$ cat src/shared/ipc_pkg.sv
// Package for the interrupt pending clear bank: map, masks, types
package ipc_pkg;
  // ==========================================================
  // Register map (word offsets chosen locally, byte addresses)
  localparam logic [7:0] IPC_ADDR_CLEAR_LOW = 8'h00;
  localparam logic [7:0] IPC_ADDR_CLEAR_HIGH = 8'h04;
  localparam logic [7:0] IPC_ADDR_FORCE_LOW = 8'h08;
  localparam logic [7:0] IPC_ADDR_FORCE_HIGH = 8'h0c;
  localparam logic [7:0] IPC_ADDR_ENABLE_LOW = 8'h10;
  localparam logic [7:0] IPC_ADDR_ENABLE_HIGH = 8'h14;
  // ==========================================================
  // Implemented interrupt lines: 0..12, 14..30 low; 34, 36..57, 60..63 high
  localparam logic [31:0] IPC_MASK_LOW = 32'h7fff_dfff;
  localparam logic [31:0] IPC_MASK_HIGH = 32'hf3ff_fff4;
  localparam logic [63:0] IPC_MASK_ALL = {IPC_MASK_HIGH, IPC_MASK_LOW};
  localparam logic [63:0] IPC_PEND_RESET = 64'h0;
  localparam logic [63:0] IPC_ENABLE_RESET = 64'h0;
  localparam logic [31:0] IPC_READ_ZERO = 32'h0;
  // ==========================================================
  // Software port request
  typedef struct packed {
    logic [7:0] addr;
    logic [31:0] wdata;
    logic wr;
    logic rd;
  } ipc_req_s;
endpackage : ipc_pkg

$ cat src/ipc_bank.sv
// Interrupt pending clear bank with companion force and enable registers
//
// The implementer's own choices: the address-and-strobe port and the address map.
`timescale 1ns/1ps
// Notes on behaviour
// [RULE1] Clear bit n maps to interrupt n for lines 30..14 and 12..0.
// [RULE2] Writing one to an implemented clear bit removes that pending state.
// [RULE3] Clearing an interrupt that is active leaves its state unchanged.
// [RULE4] Writing zero to a clear bit has no effect.
// [RULE5] Reading a clear bit returns the present pending state.
// [RULE6] Force one pends an enabled, not pending line; zero ignored.
// [RULE7] Unassigned bit positions read zero and ignore writes.
module ipc_bank import ipc_pkg::*; #(
  parameter int NUM_IRQ = 64
) (
  // Clock and reset
  input wire logic clk,
  input wire logic rstn,
  // Software register port
  input wire logic [7:0] reg_addr,
  input wire logic [31:0] reg_wdata,
  input wire logic reg_wr,
  input wire logic reg_rd,
  output logic [31:0] reg_rdata,
  // Interrupt lines and core status
  input wire logic [NUM_IRQ-1:0] irq_in,
  input wire logic [NUM_IRQ-1:0] irq_active,
  output logic [NUM_IRQ-1:0] irq_pending
);
  // ==========================================================
  // Request decode
  ipc_req_s req;
  assign req = '{addr: reg_addr, wdata: reg_wdata, wr: reg_wr, rd: reg_rd};

  // Places a 32-bit write word into the low or high half of the line vector
  function automatic logic [63:0] ipc_place(input logic hi, input logic [31:0] w);
    ipc_place = hi ? {w, 32'h0} : {32'h0, w};
  endfunction : ipc_place

  logic [63:0] pend_q, pend_d;
  logic [63:0] enable_q;
  logic [63:0] clr_mask, set_mask;

  // Write-one strobes, limited to implemented lines
  always_comb begin
    clr_mask = '0;
    set_mask = '0;
    if (req.wr && req.addr == IPC_ADDR_CLEAR_LOW) begin
      clr_mask = ipc_place(1'b0, req.wdata) & IPC_MASK_ALL; // RULE1 RULE7 RULE4
    end else if (req.wr && req.addr == IPC_ADDR_CLEAR_HIGH) begin
      clr_mask = ipc_place(1'b1, req.wdata) & IPC_MASK_ALL; // RULE7 RULE4
    end else if (req.wr && req.addr == IPC_ADDR_FORCE_LOW) begin
      set_mask = ipc_place(1'b0, req.wdata) & IPC_MASK_ALL; // RULE6
    end else if (req.wr && req.addr == IPC_ADDR_FORCE_HIGH) begin
      set_mask = ipc_place(1'b1, req.wdata) & IPC_MASK_ALL; // RULE6
    end
  end

  // Pending next state; hardware and forced sets win over a same-cycle clear
  logic [63:0] hw_set;
  always_comb begin
    hw_set = {{(64-NUM_IRQ){1'b0}}, irq_in} & IPC_MASK_ALL;
    pend_d = pend_q & ~(clr_mask & ~{{(64-NUM_IRQ){1'b0}}, irq_active}); // RULE2 RULE3
    pend_d = pend_d | (set_mask & enable_q) | (hw_set & enable_q); // RULE6
    pend_d = pend_d & IPC_MASK_ALL; // RULE7
  end

  // Pending state
  always_ff @(posedge clk or negedge rstn) begin
    if (!rstn) begin
      pend_q <= IPC_PEND_RESET;
    end else begin
      pend_q <= pend_d;
    end
  end

  // Enable registers steer which lines may pend
  always_ff @(posedge clk or negedge rstn) begin
    if (!rstn) begin
      enable_q <= IPC_ENABLE_RESET;
    end else if (req.wr && req.addr == IPC_ADDR_ENABLE_LOW) begin
      enable_q[31:0] <= req.wdata & IPC_MASK_LOW;
    end else if (req.wr && req.addr == IPC_ADDR_ENABLE_HIGH) begin
      enable_q[63:32] <= req.wdata & IPC_MASK_HIGH;
    end
  end

  // Read data, one cycle after the strobe; unmapped reads give zero
  always_ff @(posedge clk or negedge rstn) begin
    if (!rstn) begin
      reg_rdata <= IPC_READ_ZERO;
    end else if (!req.rd) begin
      reg_rdata <= IPC_READ_ZERO;
    end else if (req.addr == IPC_ADDR_CLEAR_LOW || req.addr == IPC_ADDR_FORCE_LOW) begin
      reg_rdata <= pend_q[31:0] & IPC_MASK_LOW; // RULE5 RULE7
    end else if (req.addr == IPC_ADDR_CLEAR_HIGH || req.addr == IPC_ADDR_FORCE_HIGH) begin
      reg_rdata <= pend_q[63:32] & IPC_MASK_HIGH; // RULE5 RULE7
    end else if (req.addr == IPC_ADDR_ENABLE_LOW) begin
      reg_rdata <= enable_q[31:0];
    end else if (req.addr == IPC_ADDR_ENABLE_HIGH) begin
      reg_rdata <= enable_q[63:32];
    end else begin
      reg_rdata <= IPC_READ_ZERO;
    end
  end

  // Pending vector to the arbiter
  always_ff @(posedge clk or negedge rstn) begin
    if (!rstn) begin
      irq_pending <= '0;
    end else begin
      irq_pending <= pend_d[NUM_IRQ-1:0];
    end
  end

  // ==========================================================
  // Checks
  clear_low_a: assert property (@(posedge clk) disable iff (!rstn)
    (reg_wr && reg_addr == IPC_ADDR_CLEAR_LOW && reg_wdata[0] && !irq_active[0]
     && !(irq_in[0] && enable_q[0])) |=> !pend_q[0])
    else $error("clear of line 0 failed"); // RULE2
  active_hold_a: assert property (@(posedge clk) disable iff (!rstn)
    (reg_wr && reg_addr == IPC_ADDR_CLEAR_LOW && irq_active[5] && pend_q[5]) |=> pend_q[5])
    else $error("active line lost pending"); // RULE3
  zero_write_a: assert property (@(posedge clk) disable iff (!rstn)
    (reg_wr && reg_addr == IPC_ADDR_CLEAR_LOW && !reg_wdata[3] && pend_q[3]) |=> pend_q[3])
    else $error("zero write cleared line"); // RULE4
  read_pend_a: assert property (@(posedge clk) disable iff (!rstn)
    (reg_rd && reg_addr == IPC_ADDR_CLEAR_LOW) |=> reg_rdata == ($past(pend_q[31:0]) & IPC_MASK_LOW))
    else $error("read mismatch"); // RULE5
  force_set_a: assert property (@(posedge clk) disable iff (!rstn)
    (reg_wr && reg_addr == IPC_ADDR_FORCE_LOW && reg_wdata[14] && enable_q[14]) |=> pend_q[14])
    else $error("force did not pend"); // RULE6
  force_dis_a: assert property (@(posedge clk) disable iff (!rstn)
    (!enable_q[14] && !pend_q[14]) |=> !pend_q[14])
    else $error("disabled line pended"); // RULE6
  hole_zero_a: assert property (@(posedge clk) disable iff (!rstn)
    (pend_q & ~IPC_MASK_ALL) == 64'h0)
    else $error("unassigned bit set"); // RULE7
  map_high_a: assert property (@(posedge clk) disable iff (!rstn)
    (reg_wr && reg_addr == IPC_ADDR_CLEAR_LOW && reg_wdata[30] && !irq_active[30]
     && !(irq_in[30] && enable_q[30])) |=> !pend_q[30])
    else $error("line 30 not mapped"); // RULE1

  // ==========================================================
  // High word checks; the high half has holes at 32, 33, 35, 58 and 59,
  // so the probed lines are picked among the implemented ones only
  clear_high_a: assert property (@(posedge clk) disable iff (!rstn)
    (reg_wr && reg_addr == IPC_ADDR_CLEAR_HIGH && reg_wdata[2] && !irq_active[34]
     && !(irq_in[34] && enable_q[34])) |=> !pend_q[34])
    else $error("clear of line 34 failed"); // RULE2

  active_high_a: assert property (@(posedge clk) disable iff (!rstn)
    (reg_wr && reg_addr == IPC_ADDR_CLEAR_HIGH && irq_active[36] && pend_q[36])
    |=> pend_q[36])
    else $error("active high line lost pending"); // RULE3

  zero_high_a: assert property (@(posedge clk) disable iff (!rstn)
    (reg_wr && reg_addr == IPC_ADDR_CLEAR_HIGH && !reg_wdata[28] && pend_q[60])
    |=> pend_q[60])
    else $error("zero write cleared high line"); // RULE4

  read_high_a: assert property (@(posedge clk) disable iff (!rstn)
    (reg_rd && reg_addr == IPC_ADDR_CLEAR_HIGH)
    |=> reg_rdata == ($past(pend_q[63:32]) & IPC_MASK_HIGH))
    else $error("high read mismatch"); // RULE5

  // ==========================================================
  // Read port timing: data stands one cycle only, so a late sampler
  // in software glue would see zero rather than stale pending bits
  rdata_idle_a: assert property (@(posedge clk) disable iff (!rstn)
    !reg_rd |=> reg_rdata == IPC_READ_ZERO)
    else $error("read data outside read slot"); // RULE5

  hole_read_a: assert property (@(posedge clk) disable iff (!rstn)
    (reg_rd && reg_addr == IPC_ADDR_CLEAR_LOW) |=> (reg_rdata & ~IPC_MASK_LOW) == 32'h0)
    else $error("hole bit read as one"); // RULE7

  hole_force_a: assert property (@(posedge clk) disable iff (!rstn)
    (reg_wr && reg_addr == IPC_ADDR_FORCE_LOW && reg_wdata[13]) |=> !pend_q[13])
    else $error("hole bit forced"); // RULE7

  // ==========================================================
  // Set side; a set in the same cycle as a clear must survive,
  // otherwise an edge arriving during a handler's clear is lost
  force_zero_a: assert property (@(posedge clk) disable iff (!rstn)
    (reg_wr && reg_addr == IPC_ADDR_FORCE_LOW && !reg_wdata[14] && !pend_q[14]
     && !(irq_in[14] && enable_q[14])) |=> !pend_q[14])
    else $error("zero force pended line"); // RULE6

  set_wins_a: assert property (@(posedge clk) disable iff (!rstn)
    (irq_in[0] && enable_q[0]) |=> pend_q[0])
    else $error("enabled request not pended"); // RULE6

  // ==========================================================
  // Pending state only drops on a clear write to its own bit
  pend_sticky_a: assert property (@(posedge clk) disable iff (!rstn)
    (pend_q[7] && !(reg_wr && reg_addr == IPC_ADDR_CLEAR_LOW && reg_wdata[7]))
    |=> pend_q[7])
    else $error("pending dropped without clear"); // RULE4

  map_low_a: assert property (@(posedge clk) disable iff (!rstn)
    (reg_wr && reg_addr == IPC_ADDR_CLEAR_LOW && reg_wdata[12] && !irq_active[12]
     && !(irq_in[12] && enable_q[12])) |=> !pend_q[12])
    else $error("line 12 not mapped"); // RULE1

  // Arbiter view must track the register view cycle for cycle
  out_match_a: assert property (@(posedge clk) disable iff (!rstn)
    irq_pending == pend_q[NUM_IRQ-1:0])
    else $error("pending output differs"); // RULE5
endmodule : ipc_bank

$ cat config.mk
export PLATFORM = sky130hd
export DESIGN_NAME = ipc_bank
export DESIGN_NICKNAME = d
export VERILOG_FILES = /design/src/shared/ipc_pkg.sv /design/src/ipc_bank.sv
export SDC_FILE = /design/constraint.sdc
export NUM_CORES = 1
export LEC_CHECK = 0
export BUFFER_PORTS_ARGS = -buffer_cell sky130_fd_sc_hd__buf_2
export CAP_MARGIN = 10
export CORE_MARGIN = 1
export CORE_UTILIZATION = 32
export CTS_BUF_LIST = sky130_fd_sc_hd__clkbuf_2
export CTS_CLUSTER_SIZE = 30
export DETAILED_ROUTE_END_ITERATION = 6
export SLEW_MARGIN = 20
export SYNTH_ARGS = -nofsm -noshare
export SYNTH_HDL_FRONTEND = slang
export SYNTH_SLANG_ARGS = --single-unit
$ cat constraint.sdc
create_clock -name clk -period 1 [get_ports clk]
set_input_delay 0.05 -clock clk [delete_from_list [all_inputs] [get_ports clk]]
set_output_delay 0.05 -clock clk [all_outputs]
set_load 0.01 [all_outputs]
==> results of run 1 <==
[path summary, 6_finish.rpt]
path | from | end | slack, ns | cells after the start
worst max register to register | irq_pending[40] | reg_rdata[8] | -0.25 | 5
min in group asynchronous | rstn | irq_pending[46] | 0.32 | 4
worst max-delay path | reg_addr[3] | enable_q[44] | -0.67 | 7
worst min register to register | enable_q[27] | irq_pending[27] | 0.57 | 2
max in group asynchronous | rstn | reg_rdata[5] | 0.19 | 5
worst min-delay path | reg_addr[5] | enable_q[46] | 0.04 | 4
[cells by family (layout without fill, tap and decap cells)]
family | Yosys count | count (layout) | share of synthesized area, %
mux | 82 | 82 | 12.6
flops | 146 | 146 | 46.0
simple gates | 297 | 297 | 20.0
other cells | 1 | 9 | 0.0472
compound gates | 166 | 166 | 15.8
buf+inv | 104 | 704 | 5.59
[layer usage]
layer / global-route usage (%) / vias up / routed length (microns)
met5: 0 / - / 0
met4: 9.62 / 0 / 1030
met3: 5.05 / 82 / 2020
met2: 43.6 / 419 / 17200
met1: 31.9 / 4506 / 14100
li1: - / 4128 / -
[final cells by class]
class	count	share of cell area [%]
timing repair buffer	642	38.3
multi-input combinational	552	31.5
sequential	146	25.1
tap	324	2.79
inverter	32	0.826
clock inverter	12	0.818
clock buffer	18	0.620
antenna	2	0.0344
[cell usage in the layout (no fill, tap or decap), types with 23 or more instances in the layout]
| master | netlist | routed |
|---|---|---|
| a21o_1 | 25 | 25 |
| buf_2 | 4 | 191 |
| buf_4 | 7 | 127 |
| buf_6 | 3 | 118 |
| dfrtp_1 | 146 | 146 |
| dlygate4sd3_1 | 0 | 178 |
| inv_1 | 32 | 29 |
| mux2_2 | 62 | 33 |
| mux2_4 | 20 | 49 |
| nand2_1 | 112 | 112 |
| nand2b_1 | 57 | 57 |
| nand3b_1 | 26 | 26 |
| nand4_1 | 28 | 28 |
| nor4_1 | 31 | 25 |
| o211ai_1 | 27 | 27 |
| o221ai_1 | 30 | 24 |
| o41ai_2 | 0 | 23 |
[worst max-delay path: stages]
cell,delay [ns]
buf_2,0.11
dlygate4sd3_1,0.60
buf_4,0.16
nand3b_1,0.27
or4_4,0.58
buf_12,0.20
mux2_4,0.29
[per-stage QoR]
| stage | std cells | setup TNS [ns] | area, sq um | util, % |
|---|---|---|---|---|
| after CTS | 1701 | -81.37 | 13800 | 56.9 |
| after global placement | 1439 | -102.76 | 10600 | 43.7 |
| after global routing | 1728 | -92.20 | 14500 | 59.8 |
| after detailed placement | 1439 | -104.34 | 10600 | 43.7 |
| final | 1728 | -87.29 | 14500 | 59.8 |
| after floorplan | 802 | -71.54 | 8170 | - |
[timing repair]
item                                    4_1_cts  5_1_grt
hold buffers                                172       12
buffers inserted                             56       25
endpoints found under the hold margin       292       84
gates cloned                                  4        3
resized for setup                           169      100
endpoints found under the setup margin      139      235
pin swaps                                     7       34
[registers in the layout (all words and copies together) (netlist names)]
name         flops
enable_q        57
irq_pending     57
reg_rdata       32
[power by group]
part,internal (mW),total (mW),switching [mW]
Combinational,4.15,6.79,2.64
Clock,1.09,3.36,2.27
Sequential,6.46,6.85,0.388
==> impl_results.md, run 1 <==
- Max Clock Skew: 0.0393 ns
- Vias in the first global route: 9,383
- DRC Markers: 0
- Critical Path Fanout Max: 7
- Synthesized cell area: 7940 sq um
- Clock Path Buffers: 2
- Post-Route WL: 34,400 microns
- Gp weighted congestion: 0.764
- Fin. max-slew vios: 0
- Min Tclk post-route: 1.67 ns
- Sequential share of the synthesized area: 46.0%
- Largest area contributor in the netlist: dfrtp_1
- Final Hold Viols: 0
- Die width: 160 microns
- MaxCap Viol Count: 0
- RSZ-0062 raised after global routing: yes
- Post-synth EDFFs: 0
- Critical Path Sink Type: flip-flop
- Slew margin rel.: 37.6%
- Mapped Cells: 796
- Avg Inst Size Synth: 9.98 sq um
- Core Rows: 57
- CTS tree: done
- Fmax: 0.599 GHz
- Clk root buf: clkbuf_2
- Layout cells sized above 1: 47.6%
- Warnings, synthesis: 0
- Area of the core: 24,300 sq um
- WL/cell: 19.9 microns
- Cell with the most instances after synthesis: dfrtp_1
- Largest net degree at the start of global routing: 67
- Async SR Flop Fraction: 100%
- Fillers: 1,951
- Global-route wire length before repair: 50,600 microns
- Starting density of the core: 32.7%
- Critical path class: primary input to flip-flop
- Power Total: 17.0 mW
- DRT antenna net count: 0
- DP HPWL: 17,900 microns
- Pre-antenna DRT Iters: 5
- CTS Sinks: 146
- Initial antenna violation count: 2
- Yosys top cell area share: 46.0%
- Class of the worst hold path: primary input to flip-flop
- Area contributors post-synth: dfrtp_1 (46%), mux2_2 (8.8%), nand2_1 (5.3%)
- Leakage power: 6.61 nW
- Die Area: 25,500 sq um
- Die span in y: 160 microns
- Worst-Skew Late Latency: 0.71 ns
- Total track usage: 25.6%
- VDD IR max: 906 uV
- P per Cell Area: 1170 nW/um^2
- Critical Path RT: 1.59 ns
- Via density: 5.29
- Status: finished, violations left
- Type of origin of the critical path: primary input
- Worst slew pin tran: 0.934 ns
- Final worst setup slack: -0.668 ns
- #FFs+latches synth: 146
- Clock Pin Slew Worst Setup and Hold Paths: 0.23 ns
- Top_reg_cell synth: dfrtp_1
- Port-buffer cells: 246
- I/O pin total: 268
- H-tree Lvls: 4
- Register area: 3650 sq um
- Grt total ovfl: 0
- Final Setup Violations: 228
- Iter 0 DRT Violations: 581
- Hold slack: 0.0359 ns
- Final #Nets: 1,563
- Dpl ws: -0.917 ns
- Vias: 9,135
- Failing checks: negative setup slack
- Worst path arrival time: 2.26 ns
- Multi-input logic area: 4580 sq um
- Top post-synthesis cells by count: dfrtp_1 (146), nand2_1 (112), mux2_2 (62)
- Area growth syn-to-layout: 83.1%
- Cell variety after synth: 32
- CTS Buf Count: 17
- Fin crit share: 167%
No activity file was read; power rests on OpenSTA's default activity.
==> run 2, diff against run 1 <==
--- a/config.mk
+++ b/config.mk
@@ -7,11 +7,14 @@
 export LEC_CHECK = 0
 export BUFFER_PORTS_ARGS = -buffer_cell sky130_fd_sc_hd__buf_2
 export CAP_MARGIN = 10
+export CELL_PAD_IN_SITES_DETAIL_PLACEMENT = 1
+export CELL_PAD_IN_SITES_GLOBAL_PLACEMENT = 2
 export CORE_MARGIN = 1
-export CORE_UTILIZATION = 32
+export CORE_UTILIZATION = 31
 export CTS_BUF_LIST = sky130_fd_sc_hd__clkbuf_2
 export CTS_CLUSTER_SIZE = 30
 export DETAILED_ROUTE_END_ITERATION = 6
+export PLACE_DENSITY_LB_ADDON = 0.1
 export SLEW_MARGIN = 20
 export SYNTH_ARGS = -nofsm -noshare
 export SYNTH_HDL_FRONTEND = slang
==> run 2 against run 1 <==
Effect of this change: the flow finishes with violations (negative hold slack, negative setup slack); die area grew 3.2%; first-iteration DRC count shrank 27%; clock-buffer cell count did not move; largest power group is now combinational logic; maximum frequency grew 4.6%; sequential share of layout area fell by 0.065 points; critical path depth stayed put; combinational power up 3%; via count decreased by 2.4%.
==> impl_results.md, run 2 (synthesis gave the netlist of run 1 again) <==
- CTS Sinks: 146 (unchanged)
- Clk root buf: clkbuf_2
- Die Area: 26,300 sq um (+3.2%)
- Leakage power: 6.63 nW (+0.39%)
- Area of the core: 25,200 sq um (+3.5%)
- Status: finished, violations left
- Hold slack: -0.00610 ns (-0.0420 ns)
- MaxCap Viol Count: 0 (unchanged)
- Placed Instance Area: 10,800 sq um (+1.3%)
- Die span in y: 162 microns (+1.6%)
- H-tree Lvls: 4 (unchanged)
- WL/cell: 21.3 microns (+7.0%)
- DP HPWL: 21,200 microns (+18%)
- Initial antenna violation count: 1 (-1)
- Vias in the first global route: 9,582 (+2.1%)
- CTS tree: done
- Worst-Skew Late Latency: 0.71 ns (about the same)
- R2R Path Start: irq_pending[29]
- Total track usage: 27.0% (+1.4 points)
- Via density: 5.17 (-2.3%)
- CTS Buf Count: 17 (unchanged)
- Final worst setup slack: -0.594 ns (+0.0741 ns)
- Starting density of the core: 31.5% (-1.1 points)
- Critical Path Fanout Max: 6 (-1)
- Post-Route WL: 36,700 microns (+6.8%)
- Grt total ovfl: 0 (unchanged)
- Failing checks: negative hold slack, negative setup slack
- Clock Pin Slew Worst Setup and Hold Paths: 0.25 ns (+0.02 ns)
- Worst Hold Launch: reg_addr[7]
- Final #Nets: 1,554 (-0.58%)
- Port-buffer cells: 246 (unchanged)
- Min Tclk post-route: 1.59 ns (-0.0741 ns)
- DRT antenna net count: 0 (unchanged)
- Fin crit share: 159% (-7.4 points)
- I/O pin total: 268 (unchanged)
- Fmax: 0.627 GHz (+4.6%)
- RSZ-0062 raised after global routing: yes
- Iter 0 DRT Violations: 425 (-27%)
- Worst path arrival time: 2.19 ns (-0.07 ns)
- Pre-antenna DRT Iters: 4 (-1)
- P per Cell Area: 1260 nW/um^2 (+7.6%)
- Final Setup Violations: 225 (-1.3%)
- Max Clock Skew: 0.0264 ns (-0.0129 ns)
- Critical path class: primary input to flip-flop
- Core Rows: 58 (+1.8%)
- Worst slew pin tran: 0.511 ns (-0.423 ns)
- Power Total: 18.3 mW (+7.9%)
- Most common cell after layout, fill and taps aside: buf_2
- Largest registers: enable_q x57, irq_pending x57, reg_rdata x32
- Class of the worst hold path: primary input to flip-flop
- Critical Path Sink Type: flip-flop
- Clock Path Buffers: 2 (unchanged)
- Largest net degree at the start of global routing: 50 (-25%)
- Critical Path RT: 1.60 ns (about the same)
- Vias: 8,912 (-2.4%)
- Final Hold Viols: 2 (+2)
- Area growth syn-to-layout: 83.6%
- Global-route wire length before repair: 54,100 microns (+7.0%)
- Layout cells sized above 1: 48.7% (+1.1 points)
- Slew margin rel.: 66.0% (+28 points)
- Gp weighted congestion: 0.762 (-0.27%)
- Commonest non-fill, non-tap cells in the layout: buf_2 (186), dlygate4sd3_1 (162), dfrtp_1 (146)
- VDD IR max: 612 uV (-32%)
- Die width: 162 microns (+1.6%)
- Critical Path Source: reg_addr[3]
- DRC Markers: 0 (unchanged)
- Final instance area: 14,600 sq um (+0.26%)
- Type of origin of the critical path: primary input
- Fin. max-slew vios: 0 (unchanged)
- Setup TNS: -74.02 ns (+13.27 ns)
run 2: cell types whose count changed in the layout (fill, tap and decap cells not counted), moves of 4 or more:
cell / delta
o41ai_2: -5
buf_4: +6
mux2_4: -5
mux2_2: +5
o221ai_2: +4
buf_6: +6
o221ai_1: -4
bufinv_16: +4
buf_2: -5
dlygate4sd3_1: -16
run 2: stage by stage:
step	hold WS (ns)	setup slack (ns)	instances	util, %
4_1_cts	-0.102	-0.544	1708	55.3
3_5_place_dp	-0.0432	-0.911	1454	42.8
3_3_place_gp	-0.0422	-0.903	1454	42.8
6_report	-0.00610	-0.594	1725	57.9
2_1_floorplan	-0.246	-0.766	802	-
5_1_grt	-0.121	-0.611	1725	57.9
run 2: final cells by class:
| class | count | area, sq um |
|---|---|---|
| fill | 2775 | 10600 |
| timing repair buffer | 633 | 5480 |
| multi-input combinational | 552 | 4580 |
| sequential | 146 | 3650 |
| tap | 330 | 413 |
| clock inverter | 13 | 235 |
| inverter | 32 | 120 |
| clock buffer | 18 | 90.1 |
| antenna | 1 | 2.50 |
run 2: critical path, stage by stage:
cell,delay [ns]
buf_2,0.12
dlygate4sd3_1,0.60
buf_4,0.16
nand3b_1,0.19
or4_4,0.57
buf_12,0.20
mux2_4,0.29
run 2: layer usage:
metal / global-route usage (%) / part of all wire (%) / up-vias
met5: 0 / 0 / -
met3: 3.91 / 3.4 / 32
met2: 46.7 / 51 / 258
met4: 7.25 / 1.2 / 0
met1: 35.1 / 44 / 4526
li1: - / - / 4096
run 2: report_power, final:
part	internal (mW)	total, mW	leakage (nW)	switching, mW
Clock	2.15	4.53	0.180	2.38
Combinational	4.27	6.96	4.63	2.69
Sequential	6.46	6.86	1.82	0.396
run 2: repair_timing:
action / 4_1_cts / 5_1_grt
cloned: 2 / 1
resized for setup: 150 / 114
buffers inserted: 60 / 21
hold endpoints to repair: 292 / 93
pin swaps: 1 / 26
endpoints found under the setup margin: 133 / 217
hold buffers: 161 / 6
run 2: path summary, 6_finish.rpt:
check | slack (ns) | end | cells after the start
worst max-delay path | -0.59 | enable_q[50] | 7
worst min-delay path | -0.006 | reg_rdata[22] | 6
worst max register to register | -0.21 | reg_rdata[29] | 4
worst min register to register | 0.58 | irq_pending[3] | 2
max in group asynchronous | 0.18 | enable_q[41] | 4
min in group asynchronous | 0.27 | irq_pending[6] | 3
==> run 3, diff against run 2 <==
--- a/config.mk
+++ b/config.mk
@@ -15,6 +15,7 @@
 export CTS_CLUSTER_SIZE = 30
 export DETAILED_ROUTE_END_ITERATION = 6
 export PLACE_DENSITY_LB_ADDON = 0.1
+export SKIP_CTS_REPAIR_TIMING = 1
 export SLEW_MARGIN = 20
 export SYNTH_ARGS = -nofsm -noshare
 export SYNTH_HDL_FRONTEND = slang
==> run 3 against run 2 <==
Effect of this change: the flow still finishes with violations (negative hold slack, negative setup slack); design area fell by 3.4%; critical path depth stayed put; clock skew is 0.0029 ns higher; total power shrank 3.5%; register-to-register slack better by 0.06 ns; sequential power hardly changed; cell count down 1.4%; critical endpoint is now reg_rdata[22].
==> impl_results.md, run 3 (synthesis gave the netlist of run 1 again) <==
- VDD IR max: 620 uV (+1.3%)
- Clk root buf: clkbuf_2
- DP HPWL: 21,200 microns (unchanged)
- Starting density of the core: 31.5% (unchanged)
- RSZ-0062 raised after global routing: yes
- Worst hold path endpoint: enable_q[38]
- Largest registers: enable_q x57, irq_pending x57, reg_rdata x32
- Gate power share: 35.9% (-2.0 points)
- P_sw: 5.26 mW (-3.8%)
- Slowest cell on crit path: dlygate4sd3_1
- Iter 0 DRT Violations: 389 (-8.5%)
- Final Hold Viols: 10 (+8)
- R2R Setup Slk: -0.15 ns (+0.06 ns)
- Final #Nets: 1,530 (-1.5%)
- Largest net degree at the start of global routing: 71 (+42%)
- Grt total ovfl: 0 (unchanged)
- Switching portion of total power: 29.7% (-0.10 points)
- Multi-input logic area: 4380 sq um (-4.3%)
- Status: finished, violations left
- Seq pwr share: 38.7% (+1.3 points)
- DRT antenna net count: 0 (unchanged)
- Die Area: 26,300 sq um (unchanged)
- Type of origin of the critical path: primary input
- Final Setup Violations: 229 (+1.8%)
- Worst slew pin tran: 0.726 ns (+0.216 ns)
- Area growth syn-to-layout: 77.3%
- Fin crit share: 157% (-2.6 points)
- I/O pin total: 268 (unchanged)
- Critical Path RT: 1.63 ns (+0.03 ns)
- Via density: 5.19 (+0.40%)
- Final worst setup slack: -0.568 ns (+0.0261 ns)
- Fmax: 0.638 GHz (+1.7%)
- Hold path cells: 4 (-2)
- Gp weighted congestion: 0.762 (unchanged)
- Slew margin rel.: 51.4% (-15 points)
- Core Rows: 58 (unchanged)
- DRC Markers: 0 (unchanged)
- Port-buffer cells: 246 (unchanged)
- CP most frequent cell: buf_4
- CTS tree: done
- Worst R2R Path Depth: 4 (unchanged)
- Class of the worst hold path: primary input to flip-flop
- Die width: 162 microns (unchanged)
- Commonest non-fill, non-tap cells in the layout: buf_2 (189), dlygate4sd3_1 (166), dfrtp_1 (146)
- H-tree Lvls: 4 (unchanged)
- Clock Pin Slew Worst Setup and Hold Paths: 0.25 ns (about the same)
- Pint: 12.4 mW (-3.4%)
- Total track usage: 23.4% (-3.5 points)
- Clock power share: 25.4% (+0.7 points)
- Area of the core: 25,200 sq um (unchanged)
- Die span in y: 162 microns (unchanged)
- Fillers: 2,759 (-0.58%)
- R2R Path Start: irq_pending[29]
- Layout cells sized above 1: 46.2% (-2.5 points)
- CTS Buf Count: 17 (unchanged)
- Worst flop-to-flop path endpoint: reg_rdata[29]
- Min Tclk post-route: 1.57 ns (-0.0261 ns)
- Global-route wire length before repair: 47,100 microns (-13%)
- Critical path class: primary input to flip-flop
- Fin. max-slew vios: 0 (unchanged)
- Leakage power: 6.38 nW (-3.8%)
- Hold slack: -0.0493 ns (-0.0432 ns)
- P per Cell Area: 1260 nW/um^2 (-0.13%)
- WL/cell: 20.7 microns (-2.9%)
- CTS Sinks: 146 (unchanged)
- Failing checks: negative hold slack, negative setup slack
- Worst Hold Launch: reg_addr[5]
- Critical Path Sink Type: flip-flop
- Critical Path Fanout Max: 37 (+31)
- Worst-Skew Late Latency: 0.71 ns (about the same)
- Vias in the first global route: 8,112 (-15%)
- CP max stage delay: 1.06 ns (+0.46 ns)
- Power Total: 17.7 mW (-3.5%)
- Most common cell after layout, fill and taps aside: buf_2
- Cell Chain, Critical Path: buf_4, buf_4, buf_12, dlygate4sd3_1, nand2_1, a21o_1, a211oi_1
- Pre-antenna DRT Iters: 5 (+1)
- Register area: 3650 sq um (unchanged)
- Max Clock Skew: 0.0293 ns (+0.00292 ns)
- Initial antenna violation count: 1 (unchanged)
- Vias: 8,823 (-1.0%)
- Worst path arrival time: 2.20 ns (about the same)
- Clock Path Buffers: 2 (unchanged)
- Post-Route WL: 35,200 microns (-4.2%)
- MaxCap Viol Count: 0 (unchanged)
==> run 3: changes by cell type in the layout (fill, tap and decap cells not counted), sizes merged <==
cell / change
clkbuf: -2
dlymetal6s4s: -1
dlygate4sd3: +4
buf: -25
==> run 3: layout make-up <==
cell class / instances / share of cell area (%)
Sequential cell: 146 / 25.9
Antenna cell: 1 / 0.0178
Clock inverter: 13 / 1.67
Timing Repair Buffer: 609 / 36.8
Inverter: 32 / 0.853
Multi-Input combinational cell: 552 / 31.1
Tap cell: 330 / 2.93
Clock buffer: 18 / 0.640
==> run 3: worst max path at each step <==
stage | startpoint | cells after the start | slack, ns | end
after global routing | irq_pending[22] | 2 | -0.60 | irq_pending[22]
after detailed placement | reg_addr[7] | 5 | -0.91 | enable_q[46]
after floorplan | reg_addr[7] | 5 | -0.77 | enable_q[41]
final | reg_addr[2] | 7 | -0.57 | reg_rdata[22]
after global placement | reg_addr[7] | 5 | -0.90 | enable_q[48]
after CTS | irq_pending[22] | 2 | -0.59 | irq_pending[22]
==> run 3: layer usage <==
layer	up-vias	global-route usage, %	share of wire, %
met1	4452	32.0	45
met3	39	3.80	4.3
met2	284	39.1	50
met4	0	4.72	1.4
met5	-	0	0
li1	4048	-	-
==> run 3: worst max-delay path, delay by kind of cell <==
kind            cells  cell delay [ns]
buf+inv             4             1.49
compound gates      2             0.51
simple gates        1             0.13
==> run 3: through the flow <==
step / area, sq um / setup WS, ns / cells / util (%) / setup TNS (ns)
after CTS: 11100 / -0.595 / 1485 / 44.1 / -45.06
final: 14100 / -0.568 / 1701 / 55.9 / -85.27
after global routing: 14100 / -0.604 / 1701 / 55.9 / -91.74
after floorplan: 8170 / -0.766 / 802 / - / -71.54
after global placement: 10800 / -0.903 / 1454 / 42.8 / -103.75
after detailed placement: 10800 / -0.911 / 1454 / 42.8 / -106.38
==> run 3: power groups by stage <==
stage          combinational [mW]  clock, mW  sequential, mW
2_1_floorplan                1.48          0            7.19
3_3_place_gp                 4.11          0            6.87
3_5_place_dp                 4.17          0            6.88
4_1_cts                      4.19       4.64            6.78
5_1_grt                      6.72       4.85            6.91
6_report                     6.36       4.50            6.84
